**config.mk**
```make
export PLATFORM = sky130hd
export DESIGN_NAME = io_ports
export DESIGN_NICKNAME = d
export VERILOG_FILES = /design/src/rtl/io_ports.v
export VERILOG_INCLUDE_DIRS = /design/src /design/src/rtl
export SDC_FILE = /design/constraint.sdc
export NUM_CORES = 1
export LEC_CHECK = 0
export ABC_AREA = 1
export BUFFER_PORTS_ARGS = -buffer_cell sky130_fd_sc_hd__clkbuf_2
export CORE_ASPECT_RATIO = 1.1
export CORE_UTILIZATION = 50
export CTS_CLUSTER_DIAMETER = 40
export CTS_CLUSTER_SIZE = 8
export DETAILED_ROUTE_END_ITERATION = 12
export HOLD_SLACK_MARGIN = 0.02
export PLACE_DENSITY_LB_ADDON = 0.05
export SYNTH_ARGS = -nofsm -noshare
export SYNTH_HDL_FRONTEND = slang
export SYNTH_SLANG_ARGS = --single-unit
```
**constraint.sdc**
```tcl
create_clock -name CLK -period 2.5 [get_ports CLK]
set_clock_uncertainty 0.1 [all_clocks]
set_input_delay 0.125 -clock CLK [delete_from_list [all_inputs] [get_ports CLK]]
set_output_delay 0.125 -clock CLK [all_outputs]
set_load 0.01 [all_outputs]
```
**src/rtl/io_ports_regs.vh**
```
`ifndef IO_PORTS_REGS_VH
`define IO_PORTS_REGS_VH
// Data-memory addresses (bank 0)
`define ADDR_PORT_E_DATA 8'h6f
`define ADDR_PORT_A_DATA 8'h70
`define ADDR_PORT_B_DATA 8'h71
`define ADDR_PORT_C_DATA 8'h72
`define ADDR_PORT_D_DATA 8'h73
// Register-file addresses
`define RF_SERIAL_ENABLE 8'h0a
`define RF_TIMER_OUT_SEL 8'h12
`define RF_PORT_C_ANALOG 8'h23
`define RF_PORT_B_GROUP 8'h24
`define RF_PORT_E_DIR 8'h32
`define RF_PORT_D_DIR 8'h33
`define RF_PORT_C_DIR 8'h34
`define RF_PORT_A_DIR 8'h35
// Extra control word, placed in a free register-file slot
`define RF_CMP_REF_SEL 8'h3f
// Field positions
`define BIT_GROUP_DIR 0
`define BIT_SERIAL_EN 0
`define BIT_TIMER_SEL 0
`define BIT_SCK 0
`define BIT_SO 1
`define BIT_SI 2
`define BIT_TMO 3
`define BIT_VREF 1
// Reset values
`define RST_NIBBLE 4'h0
`define RST_PORT_E 2'h0
`endif

```
**src/rtl/io_ports.v**
```verilog
// Notes on behaviour
// - Port A at 70H, per-pin direction at 35H.
// - Direction 0: input, read returns pin.
// - Direction 1: drive latch, read returns latch.
// - Writes to ports A-D always update latch.
// - Reset clears port A direction and latch.
// - Port B at 71H, group direction 24H bit0.
// - Reset clears port B direction and latch.
// - Port C at 72H, per-pin direction at 34H.
// - Analog select at 23H routes C to comparator.
// - Analog pins still latch writes, read by direction.
// - Reset clears port C direction, select, latch.
// - Port D at 73H, direction 33H, reset clears.
// - D direction to input keeps latch value.
// - Serial enable 0AH hands D0-D2 to serial.
// - Timer select 12H switches D3 to timer.
// - Timer pin set on reset, toggles on match.
// - Port D alternate-mode read sources per pin.
// - Serial shifting overwrites serial-output latch bit unless port D is written that cycle.
// - Port E two pins at 6FH, direction 32H.
// - Port E reads always return pin levels.
// - Port E bits 2,3 ignore writes, read 0.
// - Reset clears port E direction and latch.
// - Reference select moves E1 to reference input.
`include "io_ports_regs.vh"
module io_ports (
    input wire CLK,
    input wire NRST,
    input wire [7:0] ADDR,
    input wire RF_SEL,
    input wire [3:0] WDATA,
    input wire WR,
    input wire RD,
    output reg [3:0] RDATA,
    input wire [3:0] PA_IN,
    output wire [3:0] PA_OUT,
    output wire [3:0] PA_OE,
    input wire [3:0] PB_IN,
    output wire [3:0] PB_OUT,
    output wire [3:0] PB_OE,
    input wire [3:0] PC_IN,
    output wire [3:0] PC_OUT,
    output wire [3:0] PC_OE,
    output wire [3:0] PC_ANALOG,
    input wire [3:0] PD_IN,
    output wire [3:0] PD_OUT,
    output wire [3:0] PD_OE,
    input wire [1:0] PE_IN,
    output wire [1:0] PE_OUT,
    output wire [1:0] PE_OE,
    output wire PE1_VREF,
    input wire HAS_CMP,
    input wire SIO_INT_CLK,
    input wire SIO_SCK_OUT,
    input wire SIO_SO,
    input wire SIO_SO_LOAD,
    input wire TIMER_RESET,
    input wire TIMER_MATCH,
    output wire SIO_ENABLE,
    output wire SIO_SCK_IN,
    output wire SIO_SI,
    output wire TIMER_OUT_ENABLE
);

////////////////////////////////////////////////////////////////////////////////
// Pin input synchronisers, three stages, change accepted when 2 and 3 agree
wire [17:0] pin_raw = {PE_IN, PD_IN, PC_IN, PB_IN, PA_IN};
reg [17:0] s1_q;
reg [17:0] s2_q;
reg [17:0] s3_q;
reg [17:0] pin_q;
genvar gi;
generate
    for (gi = 0; gi < 18; gi = gi + 1) begin : g_sync
        always @(posedge CLK or negedge NRST) begin
            if (!NRST) begin
                s1_q[gi] <= 1'b0;
                s2_q[gi] <= 1'b0;
                s3_q[gi] <= 1'b0;
                pin_q[gi] <= 1'b0;
            end else begin
                s1_q[gi] <= pin_raw[gi];
                s2_q[gi] <= s1_q[gi];
                s3_q[gi] <= s2_q[gi];
                if (s2_q[gi] == s3_q[gi]) begin
                    pin_q[gi] <= s3_q[gi];
                end
            end
        end
    end
endgenerate
wire [3:0] pa_pin = pin_q[3:0];
wire [3:0] pb_pin = pin_q[7:4];
wire [3:0] pc_pin = pin_q[11:8];
wire [3:0] pd_pin = pin_q[15:12];
wire [1:0] pe_pin = pin_q[17:16];

////////////////////////////////////////////////////////////////////////////////
// Control and latch registers
reg [3:0] pa_dir_q;
reg pb_dir_q;
reg [3:0] pc_dir_q;
reg [3:0] pc_ana_q;
reg [3:0] pd_dir_q;
reg [1:0] pe_dir_q;
reg sio_en_q;
reg tmo_sel_q;
reg [3:0] cmp_ref_q;
reg [3:0] pa_lat_q;
reg [3:0] pb_lat_q;
reg [3:0] pc_lat_q;
reg [3:0] pd_lat_q;
reg [1:0] pe_lat_q;
reg tmo_q;

wire rf_wr = WR && RF_SEL;
wire dm_wr = WR && !RF_SEL;

always @(posedge CLK or negedge NRST) begin
    if (!NRST) begin
        pa_dir_q <= `RST_NIBBLE;
        pb_dir_q <= 1'b0;
        pc_dir_q <= `RST_NIBBLE;
        pc_ana_q <= `RST_NIBBLE;
        pd_dir_q <= `RST_NIBBLE;
        pe_dir_q <= `RST_PORT_E;
        sio_en_q <= 1'b0;
        tmo_sel_q <= 1'b0;
        cmp_ref_q <= `RST_NIBBLE;
    end else if (rf_wr) begin
        case (ADDR)
            `RF_PORT_A_DIR: pa_dir_q <= WDATA;
            `RF_PORT_B_GROUP: pb_dir_q <= WDATA[`BIT_GROUP_DIR];
            `RF_PORT_C_DIR: pc_dir_q <= WDATA;
            `RF_PORT_C_ANALOG: pc_ana_q <= WDATA & {4{HAS_CMP}};
            `RF_PORT_D_DIR: pd_dir_q <= WDATA;
            `RF_PORT_E_DIR: pe_dir_q <= WDATA[1:0];
            `RF_SERIAL_ENABLE: sio_en_q <= WDATA[`BIT_SERIAL_EN];
            `RF_TIMER_OUT_SEL: tmo_sel_q <= WDATA[`BIT_TIMER_SEL];
            `RF_CMP_REF_SEL: cmp_ref_q <= WDATA;
            default: ;
        endcase
    end
end

// Data latches; port D latch is untouched by direction changes
always @(posedge CLK or negedge NRST) begin
    if (!NRST) begin
        pa_lat_q <= `RST_NIBBLE;
        pb_lat_q <= `RST_NIBBLE;
        pc_lat_q <= `RST_NIBBLE;
        pd_lat_q <= `RST_NIBBLE;
        pe_lat_q <= `RST_PORT_E;
    end else begin
        if (dm_wr && ADDR == `ADDR_PORT_A_DATA) begin
            pa_lat_q <= WDATA;
        end
        if (dm_wr && ADDR == `ADDR_PORT_B_DATA) begin
            pb_lat_q <= WDATA;
        end
        if (dm_wr && ADDR == `ADDR_PORT_C_DATA) begin
            pc_lat_q <= WDATA;
        end
        if (dm_wr && ADDR == `ADDR_PORT_D_DATA) begin
            pd_lat_q <= WDATA;
        end else if (sio_en_q && SIO_SO_LOAD) begin
            pd_lat_q[`BIT_SO] <= SIO_SO;
        end
        if (dm_wr && ADDR == `ADDR_PORT_E_DATA) begin
            pe_lat_q <= WDATA[1:0];
        end
    end
end

////////////////////////////////////////////////////////////////////////////////
// Timer toggle output
always @(posedge CLK or negedge NRST) begin
    if (!NRST) begin
        tmo_q <= 1'b1;
    end else if (TIMER_RESET) begin
        tmo_q <= 1'b1;
    end else if (TIMER_MATCH) begin
        tmo_q <= ~tmo_q;
    end
end

////////////////////////////////////////////////////////////////////////////////
// Pin drive
assign PA_OUT = pa_lat_q;
assign PA_OE = pa_dir_q;
assign PB_OUT = pb_lat_q;
assign PB_OE = {4{pb_dir_q}};
assign PC_OUT = pc_lat_q;
assign PC_OE = pc_dir_q;
assign PC_ANALOG = pc_ana_q;

// Port D: serial owns bits 0-2, timer owns bit 3 when selected
wire sck_drive = sio_en_q && SIO_INT_CLK;
wire [3:0] pd_drv;
assign pd_drv[`BIT_SCK] = sio_en_q ? SIO_SCK_OUT : pd_lat_q[`BIT_SCK];
assign pd_drv[`BIT_SO] = sio_en_q ? SIO_SO : pd_lat_q[`BIT_SO];
assign pd_drv[`BIT_SI] = pd_lat_q[`BIT_SI];
assign pd_drv[`BIT_TMO] = tmo_sel_q ? tmo_q : pd_lat_q[`BIT_TMO];
wire [3:0] pd_oe;
assign pd_oe[`BIT_SCK] = sio_en_q ? sck_drive : pd_dir_q[`BIT_SCK];
assign pd_oe[`BIT_SO] = sio_en_q ? 1'b1 : pd_dir_q[`BIT_SO];
assign pd_oe[`BIT_SI] = sio_en_q ? 1'b0 : pd_dir_q[`BIT_SI];
assign pd_oe[`BIT_TMO] = tmo_sel_q ? 1'b1 : pd_dir_q[`BIT_TMO];
// Open drain: only a low level is driven
assign PD_OUT = 4'h0;
assign PD_OE = pd_oe & ~pd_drv;
assign SIO_ENABLE = sio_en_q;
assign SIO_SCK_IN = pd_pin[`BIT_SCK];
assign SIO_SI = pd_pin[`BIT_SI];
assign TIMER_OUT_ENABLE = tmo_sel_q;

// Port E, open drain; E1 released when used as reference input
wire vref_sel = HAS_CMP && (cmp_ref_q != `RST_NIBBLE);
assign PE1_VREF = vref_sel;
wire [1:0] pe_oe = pe_dir_q & ~pe_lat_q;
assign PE_OUT = 2'h0;
assign PE_OE = {pe_oe[1] & ~vref_sel, pe_oe[0]};

////////////////////////////////////////////////////////////////////////////////
// Read path, data one cycle after the strobe
wire [3:0] pd_std = (pd_dir_q & pd_lat_q) | (~pd_dir_q & pd_pin);
reg [3:0] pd_rd;
always @* begin
    pd_rd = pd_std;
    if (sio_en_q) begin
        pd_rd[`BIT_SCK] = SIO_INT_CLK ? pd_lat_q[`BIT_SCK] : pd_pin[`BIT_SCK];
        pd_rd[`BIT_SO] = 1'b0;
        pd_rd[`BIT_SI] = pd_pin[`BIT_SI];
    end
    if (tmo_sel_q) begin
        pd_rd[`BIT_TMO] = pd_lat_q[`BIT_TMO];
    end
end

reg [3:0] rd_d;
always @* begin
    rd_d = 4'h0;
    if (RF_SEL) begin
        case (ADDR)
            `RF_PORT_A_DIR: rd_d = pa_dir_q;
            `RF_PORT_B_GROUP: rd_d = {3'h0, pb_dir_q};
            `RF_PORT_C_DIR: rd_d = pc_dir_q;
            `RF_PORT_C_ANALOG: rd_d = pc_ana_q;
            `RF_PORT_D_DIR: rd_d = pd_dir_q;
            `RF_PORT_E_DIR: rd_d = {2'h0, pe_dir_q};
            `RF_SERIAL_ENABLE: rd_d = {3'h0, sio_en_q};
            `RF_TIMER_OUT_SEL: rd_d = {3'h0, tmo_sel_q};
            `RF_CMP_REF_SEL: rd_d = cmp_ref_q;
            default: rd_d = 4'h0;
        endcase
    end else begin
        case (ADDR)
            `ADDR_PORT_A_DATA: rd_d = (pa_dir_q & pa_lat_q) | (~pa_dir_q & pa_pin);
            `ADDR_PORT_B_DATA: rd_d = pb_dir_q ? pb_lat_q : pb_pin;
            `ADDR_PORT_C_DATA: rd_d = (pc_dir_q & pc_lat_q) | (~pc_dir_q & pc_pin);
            `ADDR_PORT_D_DATA: rd_d = pd_rd;
            `ADDR_PORT_E_DATA: rd_d = {2'h0, pe_pin};
            default: rd_d = 4'h0;
        endcase
    end
end

always @(posedge CLK or negedge NRST) begin
    if (!NRST) begin
        RDATA <= 4'h0;
    end else if (RD) begin
        RDATA <= rd_d;
    end else begin
        RDATA <= 4'h0;
    end
end

endmodule

```
==> results.toml, run 1 <==
[critical_path]
path_class = "primary input to flip-flop"
r2r-end = "pd_lat_q[1]"
r2r_cells = 4
cp-start-kind = "primary input"
end_kind = "flip-flop"
cp.required_ns = 2.85
cp_max_fo = 7
reg2reg_slack_ns = 0.89
worst_ep_arrival_time_ns = 2.71
r2r_start = "SIO_ENABLE"

[yosys]
synth-seq-cells = 120
synth_area_mm2 = 0.004822
synth_cell_types = 29
syn_avg_cell_area_um2 = 9.841
synth-seq-area-share_pct = 62.30
syn_inst = 490
ys_warn_count = 0

[pwr]
peakVddDrop_v = 0.0005800
power_density_mw_per_mm2 = 775.9
p_leak_nw = 3.113
total_power_mw = 4.955

[cells_and_area]
area.sequential_mm2 = 0.003004
diodes = 0
nNetsFinal = 671
fill_cells = 725
design_area_mm2 = 0.006386
syn_to_final_growth_pct = 32.43
drive_above_1_share_pct = 23.21
layout_common_cells = "dfrtp_1, nand2_1, clkbuf_2"
top_regs = "s1_q (18), s2_q (18), s3_q (18)"
multi_input_area_mm2 = 0.001551
mostFrequentLayoutCell = "dfrtp_1"
final_util_pct = 68.29

[placement]
dpl.hpwl_um = 8764
place_congestion = 0.9791
placement.io_buffers = 84
placed_area_mm2 = 0.005354

[cts]
clockBufferDepth = 2
htreeDepth = 4
cts_sinks = 120
cts_root_buf = "clkbuf_8"
cts_buffers = 17
clk_latency_ns = 0.51
postCtsSetupBuffers = 0
clk_pin_slew_ns = 0.06
cts_tree = "yes"

[sta]
setup_viol = 0
worst_pin_slew_ns = 0.5188
relSlewSlack_pct = 65.37
fmax_mhz = 423.0
fin_crit_sh_pct = 94.56
rsz0062_at_grt = "false"
final-hold-violation-count = 0
maxSlewViolCount = 0
setup_tns_ns = 0
fin_crit_ns = 2.364

[detailed_routing]
routed_via_density = 5.036
first_pass_iters = 5
num_vias = 3822
drtAntennaViolNets = 0
wl_per_cell_um = 16.42
drc = 0
first_iter_violations = 201
routed_wl_um = 12460

[global_route]
overflow = 0
grt.met2_usage_pct = 41.89
grt_pass1_vias = 3841
grt_start_max_net_pins = 62
grt_pass1_wl_um = 19490
grtUsageMet3_pct = 6.696
grt_usage_pct = 27.11
antenna_found_initial = 0
top_usage_layer = "met2"
use_met1_pct = 36.15

[die]
core_mm2 = 0.009351
row_count = 37
die-area_mm2 = 0.01004
initial_core_util_pct = 51.57
io_pins = 91
die_x_um = 95.64
die_height_um = 105.0

[min_path]
hold_class = "primary input to async pin"

[outcome]
status = "complete, no violations"

[run]
cap_violations = 0
==> through the flow <==
step	std cells	hold slack (ns)	setup WS [ns]
2_1_floorplan	495	-0.2706	1.090
3_3_place_gp	686	-0.03736	0.9961
3_5_place_dp	686	-0.03207	0.9705
4_1_cts	759	0.03544	0.1145
5_1_grt	759	0.06543	0.05921
6_report	759	0.05005	0.1360
==> final cells by class <==
type	count	area share, %
Clock buffer	18	6.701
Timing Repair Buffer	127	13.64
Tap cell	117	2.292
Multi-Input combinational cell	309	24.29
Sequential cell	120	47.04
Inverter	54	3.194
Clock inverter	14	2.841
==> cell usage after synthesis (all sizes together) <==
cell	instances	area, um2
nor3	4	31.28
nand2	125	491.7
mux2i	1	10.01
clkbuf	1	3.750
o21ai	51	255.3
inv	53	198.9
maj3	18	180.2
clkinv	1	5.000
nand3b	2	15.01
a21oi	7	35.03
buf	11	80.07
or2	3	18.77
nand3	36	185.2
dfrtp	119	2978
nor2	46	235.2
o21a	3	22.52
dfstp	1	26.28
o211ai	2	15.01
nand4	5	31.28
conb	1	3.750
==> metal layers <==
| metal | vias up | part of all wire [%] |
|---|---|---|
| li1 | 1845 | - |
| met1 | 1823 | 45 |
| met2 | 128 | 47 |
| met3 | 26 | 4.6 |
| met4 | 0 | 3.0 |
| met5 | - | 0 |
==> report_power, final <==
group          internal (mW)  switching [mW]  leakage (nW)  total (mW)
Clock                   1.57           0.922         0.304        2.50
Combinational          0.149           0.202          1.35       0.351
Sequential              2.04          0.0641          1.45        2.11
==> kinds of logic (layout without fill, tap and decap cells) <==
family,Yosys count,in the layout,synth area share (%)
AND/OR/NAND/NOR,221,221,20.91
flip-flops,120,120,62.30
buffers and inverters,66,213,5.967
AO/OA/AOI/OAI,63,63,6.798
adder cells (fa/ha/maj),18,18,3.736
other,1,6,0.07777
multiplexers,1,1,0.2076
==> how the worst max path moves through the flow <==
| stage | end | startpoint | slack [ns] |
|---|---|---|---|
| floorplan | RDATA[3] | pb_dir_q | 1.09 |
| global placement | RDATA[3] | pb_dir_q | 1.0 |
| detailed placement | RDATA[3] | pb_dir_q | 0.97 |
| CTS | pe_lat_q[1] | ADDR[0] | 0.11 |
| global route | pe_lat_q[1] | ADDR[0] | 0.06 |
| finish | pe_lat_q[1] | ADDR[0] | 0.14 |
==> critical path: stages <==
cell and delay (ns):
dlygate4sd3_1 0.53, clkbuf_2 0.16, nand2_2 0.12, nor2_4 0.22, nand2_1 0.10, nor2_2 0.19, nand2_1 0.08, dlygate4sd3_1 0.56
o21ai_0 0.07, dlygate4sd3_1 0.55
==> what timing repair did <==
item | in CTS | in global routing
resized for setup | 0 | 1
hold buffers | 41 | 0
setup endpoints to repair | 0 | 1
endpoints found under the hold margin | 164 | 0
(Power assumes the default switching activity.)
==> run 2: changes to the inputs <==
--- a/config.mk
+++ b/config.mk
@@ -7,14 +7,14 @@
 export NUM_CORES = 1
 export LEC_CHECK = 0
 export ABC_AREA = 1
-export BUFFER_PORTS_ARGS = -buffer_cell sky130_fd_sc_hd__clkbuf_2
 export CORE_ASPECT_RATIO = 1.1
 export CORE_UTILIZATION = 50
 export CTS_CLUSTER_DIAMETER = 40
 export CTS_CLUSTER_SIZE = 8
 export DETAILED_ROUTE_END_ITERATION = 12
+export DONT_BUFFER_PORTS = 1
 export HOLD_SLACK_MARGIN = 0.02
-export PLACE_DENSITY_LB_ADDON = 0.05
+export PLACE_DENSITY_LB_ADDON = 0.2
 export SYNTH_ARGS = -nofsm -noshare
 export SYNTH_HDL_FRONTEND = slang
 export SYNTH_SLANG_ARGS = --single-unit
==> run 2 against run 1 <==
  * Critical path type unchanged
  * Global-route usage is 0.15 points lower
  * The flow now finishes with violations (hold timing)
  * Register-to-register slack worse by 0.42 ns
  * Die area unchanged
  * Sequential share of layout area grew 2.4 points
  * Critical path depth down 1
  * Critical endpoint is now PC_ANALOG[1]
  * Final area decreased by 4.8%
  * First-iteration DRC count grew 29%
  * Non-clock buffer count down 66
  * Utilization decreased by 3.3 points
  * Sequential power about the same
==> results.toml, run 2 (synthesis gave the netlist of run 1 again) <==
[cells_and_area]
design_area_mm2 = 0.006082
layout_common_cells = "dfrtp_1, nand2_1, dlygate4sd3_1"
nNetsFinal = 605
fill_cells = 755
diodes = 0
top_regs = "s1_q (18), s2_q (18), s3_q (18)"
multi_input_area_mm2 = 0.001554
layout.cells.non_filler = 693
drive_above_1_share_pct = 10.76
syn_to_final_growth_pct = 26.13
area.sequential_mm2 = 0.003004
mostFrequentLayoutCell = "dfrtp_1"

[die]
core_mm2 = 0.009351
die_height_um = 105.0
row_count = 37
die_x_um = 95.64
initial_core_util_pct = 51.57
die-area_mm2 = 0.01004
io_pins = 91

[detailed_routing]
num_vias = 3607
wl_met2_um = 5839
routed_wl_um = 12260
first_pass_iters = 5
met1_length_um = 5286
wl_per_cell_um = 17.70
route.met3.wl_um = 819
drc = 0
drtAntennaViolNets = 0
highest_layer = "met4"
first_iter_violations = 260
routed_via_density = 5.205

[critical_path]
end_kind = "flip-flop"
crit_path_top_delay_cell = "dlygate4sd3_1"
r2r_start = "pb_dir_q"
cp.required_ns = 2.85
path_buf_inv = 4
reg2reg_slack_ns = 0.47
worst_ep_arrival_time_ns = 2.67
cp-endpoint = "PC_ANALOG[1]"
cpPeakStageDelay_ns = 0.62
cp_max_fo = 5
path_delay_family = "buffers and inverters"
crit_top_cell = "dlygate4sd3_1"
startpoint = "ADDR[2]"
cp_num_cells = 9
path_class = "primary input to flip-flop"
worstPathCellList = "dlygate4sd3_1 -> nor2_4 -> buf_4 -> nand2_4 -> nor3_4 -> nand3_1 -> dlygate4sd3_1 -> o21ai_0 -> dlygate4sd3_1"
r2r-end = "RDATA[3]"
cp-start-kind = "primary input"
r2r_cells = 9

[pwr]
power_density_mw_per_mm2 = 775.3
peakVddDrop_v = 0.0005011
p_leak_nw = 2.779

[run]
cap_violations = 0

[cts]
clk_pin_slew_ns = 0.06
cts_root_buf = "clkbuf_8"
cts_buffers = 17
cts_sinks = 120
cts_tree = "yes"
htreeDepth = 4
clockBufferDepth = 2
clk_latency_ns = 0.52

[sta]
relSlewSlack_pct = 65.69
fmax_mhz = 431.4
worst_pin_slew_ns = 0.5141
final-hold-violation-count = 120
maxSlewViolCount = 0
setup_viol = 0
holdWs_ns = -0.8037
fin_crit_ns = 2.318
setup_tns_ns = 0
rsz0062_at_grt = "false"
fin_crit_sh_pct = 92.72

[placement]
dp_cells = 601
placement.io_buffers = 0
place_congestion = 0.8861
placed_area_mm2 = 0.004911
dpl.hpwl_um = 8170

[global_route]
grt_start_max_net_pins = 121
grt_pass1_wl_um = 19440
antenna_found_initial = 0
grt_usage_pct = 26.97
overflow = 0
grt_pass1_vias = 3692

[outcome]
status = "finished, violations left"
violations = "hold timing"

[min_path]
hold_class = "primary input to async pin"
run 2: cell count changes in the layout (fill, tap and decap cells not counted), sizes merged:
cell and change:
clkbuf -80, dlygate4sd3 +18, inv -7, clkinv +3, clkinvlp +2, buf -1
bufinv -1
run 2: layout make-up:
cell class                      count  area share [%]
Clock buffer                       21           7.385
Inverter                           54           3.353
Timing Repair Buffer               61           9.916
Sequential cell                   120           49.39
Tap cell                          117           2.407
Multi-Input combinational cell    309           25.55
Clock inverter                     11           1.995
run 2: metal layers:
layer / GRT usage [%] / vias up
met5: 0 / -
met4: 13.54 / 0
met3: 8.151 / 23
met2: 40.82 / 130
met1: 34.87 / 1744
li1: - / 1710
run 2: through the flow:
| step | power (mW) | hold slack (ns) | utilization [%] | worst slack [ns] |
|---|---|---|---|---|
| 2_1_floorplan | 2.276 | -0.2706 | - | 1.090 |
| 6_report | 4.715 | -0.8037 | 65.04 | 0.1820 |
| 3_5_place_dp | 2.330 | -0.2679 | 52.52 | 0.9556 |
| 5_1_grt | 4.876 | -0.8273 | 65.04 | 0.07864 |
| 4_1_cts | 4.748 | -0.8192 | 64.82 | 0.009523 |
| 3_3_place_gp | 2.323 | -0.2676 | 52.52 | 1.022 |
run 2: what timing repair did:
item                       4_1_cts  5_1_grt
setup endpoints to repair        0        1
hold buffers                    58        1
hold endpoints to repair       186      123
buffers inserted                 0        2
gates resized for setup          0        1
run 2: worst min path at each step:
stage,startpoint,end,cells past startpoint
5_1_grt,NRST,pe_lat_q[0],0
6_report,NRST,cmp_ref_q[0],0
3_3_place_gp,NRST,pe_lat_q[0],0
2_1_floorplan,NRST,PA_OE[0],0
4_1_cts,NRST,s1_q[13],0
3_5_place_dp,NRST,pe_lat_q[0],0
run 2: worst register-to-register path, cell delays in order, from the launching register on:
cell and delay (ns):
dfrtp_1 0.49, inv_1 0.11, or2_2 0.28, nand2_1 0.07
nand4_1 0.08, nand2_1 0.08, nand2_1 0.05, dlygate4sd3_1 0.56
nand2_1 0.07, nor2_1 0.04
run 2: power breakdown:
| part | leakage (nW) | switching [mW] | internal [mW] |
|---|---|---|---|
| Sequential | 1.45 | 0.0751 | 2.05 |
| Clock | 0.278 | 0.873 | 1.47 |
| Combinational | 1.05 | 0.134 | 0.118 |
==> run 3: changes to the inputs <==
--- a/config.mk
+++ b/config.mk
@@ -9,10 +9,10 @@
 export ABC_AREA = 1
 export CORE_ASPECT_RATIO = 1.1
 export CORE_UTILIZATION = 50
-export CTS_CLUSTER_DIAMETER = 40
 export CTS_CLUSTER_SIZE = 8
 export DETAILED_ROUTE_END_ITERATION = 12
 export DONT_BUFFER_PORTS = 1
+export GPL_TIMING_DRIVEN = 0
 export HOLD_SLACK_MARGIN = 0.02
 export PLACE_DENSITY_LB_ADDON = 0.2
 export SYNTH_ARGS = -nofsm -noshare
==> run 3 against run 2 <==
  * The run still ends with hold timing left
  * Global-route usage is 0.55 points lower
  * Clock-buffer cell count shrank 2
  * Via count increased by 0.14%
  * Utilization rose by 0.47 points
  * Register-to-register slack got worse by 0.12 ns
  * Sequential power hardly changed
  * Critical path depth increased by 1
  * First-iteration DRC count fell by 8.8%
  * Worst hold slack got worse by 0.0028 ns
  * Wire length fell by 1.5%
  * Sequential share of layout area fell by 0.35 points
  * Final area is 0.72% higher
  * Largest power group unchanged
==> results.toml, run 3 (synthesis gave the netlist of run 1 again) <==
[outcome]
status = "finished, violations left"
violations = "hold timing"

[detailed_routing]
wl_per_cell_um = 17.31
drtAntennaViolNets = 0
routed_wl_um = 12080
routed_via_density = 5.175
first_pass_iters = 5
first_iter_violations = 237
num_vias = 3612
drc = 0

[sta]
fin_crit_sh_pct = 93.91
final-hold-violation-count = 120
setup_viol = 0
fin_crit_ns = 2.348
relSlewSlack_pct = 54.81
maxSlewViolCount = 0
worst_pin_slew_ns = 0.6779
fmax_mhz = 426.0
setup_tns_ns = 0
holdWs_ns = -0.8065
rsz0062_at_grt = "false"

[cells_and_area]
fill_cells = 761
area.sequential_mm2 = 0.003004
syn_to_final_growth_pct = 27.04
design_area_mm2 = 0.006126
layout.cells.non_filler = 698
multi_input_area_mm2 = 0.001549
layout_common_cells = "dfrtp_1, nand2_1, dlygate4sd3_1"
diodes = 0
drive_above_1_share_pct = 12.39
top_regs = "s1_q (18), s2_q (18), s3_q (18)"
nNetsFinal = 610
mostFrequentLayoutCell = "dfrtp_1"

[cts]
htreeDepth = 4
cts_root_buf = "clkbuf_8"
cts_tree = "yes"
clk_latency_ns = 0.52
cts_buffers = 17
hold_buffers = 54
cts_sinks = 120
clk_pin_slew_ns = 0.06
clockBufferDepth = 2

[placement]
placement.io_buffers = 0
dp_cells = 612
place_congestion = 0.8846
dpl.hpwl_um = 8241
placed_area_mm2 = 0.004987

[min_path]
hold_class = "primary input to async pin"

[pwr]
peakVddDrop_v = 0.0007233
power_density_mw_per_mm2 = 787.6
p_leak_nw = 2.828

[global_route]
grt_pass1_wl_um = 19020
antenna_found_initial = 0
grt_pass1_vias = 3593
grt_usage_pct = 26.42
grt_start_max_net_pins = 121
overflow = 0

[critical_path]
path_class = "primary input to flip-flop"
r2r-end = "RDATA[3]"
reg2reg_slack_ns = 0.35
r2r_cells = 10
worst_ep_arrival_time_ns = 2.71
end_kind = "flip-flop"
cp.required_ns = 2.86
r2r_start = "pb_dir_q"
cp_max_fo = 8
cp-start-kind = "primary input"

[run]
cap_violations = 0

[die]
die_x_um = 95.64
core_mm2 = 0.009351
die-area_mm2 = 0.01004
initial_core_util_pct = 51.57
die_height_um = 105.0
io_pins = 91
row_count = 37
run 3: how the worst max path moves through the flow:
stage | start | cells past startpoint | to | slack [ns]
4_1_cts | ADDR[3] | 8 | PC_ANALOG[0] | 0.07
5_1_grt | ADDR[6] | 8 | PC_ANALOG[0] | 0.03
3_5_place_dp | pb_dir_q | 9 | RDATA[3] | 0.90
2_1_floorplan | pb_dir_q | 9 | RDATA[3] | 1.09
3_3_place_gp | SIO_ENABLE | 7 | RDATA[1] | 0.90
6_report | ADDR[6] | 10 | cmp_ref_q[0] | 0.15
run 3: worst max-delay path, cell delays in order:
cell and delay [ns]:
dlygate4sd3_1 0.58, inv_1 0.08, nand2_1 0.13, nor2_4 0.25, nand2_2 0.11, nor2_4 0.14
nand2_1 0.06, dlygate4sd3_1 0.57, o21ai_0 0.08, dlygate4sd3_1 0.56
run 3: what timing repair did:
| action | 4_1_cts | 5_1_grt |
|---|---|---|
| buffers inserted | 0 | 1 |
| hold endpoints to repair | 183 | 120 |
| setup endpoints to repair | 0 | 2 |
| gates resized for setup | 0 | 0 |
run 3: metrics by stage:
| step | worst slack [ns] | hold WS (ns) | util (%) | power, mW |
|---|---|---|---|---|
| final | 0.1523 | -0.8065 | 65.51 | 4.825 |
| after global routing | 0.03371 | -0.8235 | 65.51 | 4.983 |
| after CTS | 0.06658 | -0.8208 | 65.53 | 4.863 |
| after detailed placement | 0.8962 | -0.2680 | 53.33 | 2.341 |
| after global placement | 0.9041 | -0.2680 | 53.33 | 2.332 |
| after floorplan | 1.090 | -0.2706 | - | 2.276 |
run 3: area by class of cell:
| cell class | instances | share of cell area (%) |
|---|---|---|
| Sequential cell | 120 | 49.04 |
| Timing Repair Buffer | 54 | 8.783 |
| Clock inverter | 13 | 2.757 |
| Inverter | 54 | 3.329 |
| Clock buffer | 19 | 7.047 |
| Tap cell | 117 | 2.390 |
| Multi-Input combinational cell | 309 | 25.29 |
| Buffer | 12 | 1.368 |
run 3: per-layer routing:
metal | track usage (%) | part of all wire, % | routed length (um) | vias up
met2 | 41.73 | 48 | 5811 | 113
met1 | 34.15 | 44 | 5307 | 1757
met4 | 9.915 | 2.1 | 250 | 0
met5 | 0 | 0 | 0 | -
li1 | - | - | - | 1724
met3 | 7.787 | 5.9 | 713 | 18
run 3: power by group:
| part | switching (mW) | total [mW] | internal, mW |
|---|---|---|---|
| registers | 0.0743 | 2.12 | 2.05 |
| logic | 0.137 | 0.257 | 0.120 |
| clock network | 0.895 | 2.45 | 1.55 |
| total | 1.11 | 4.82 | 3.72 |
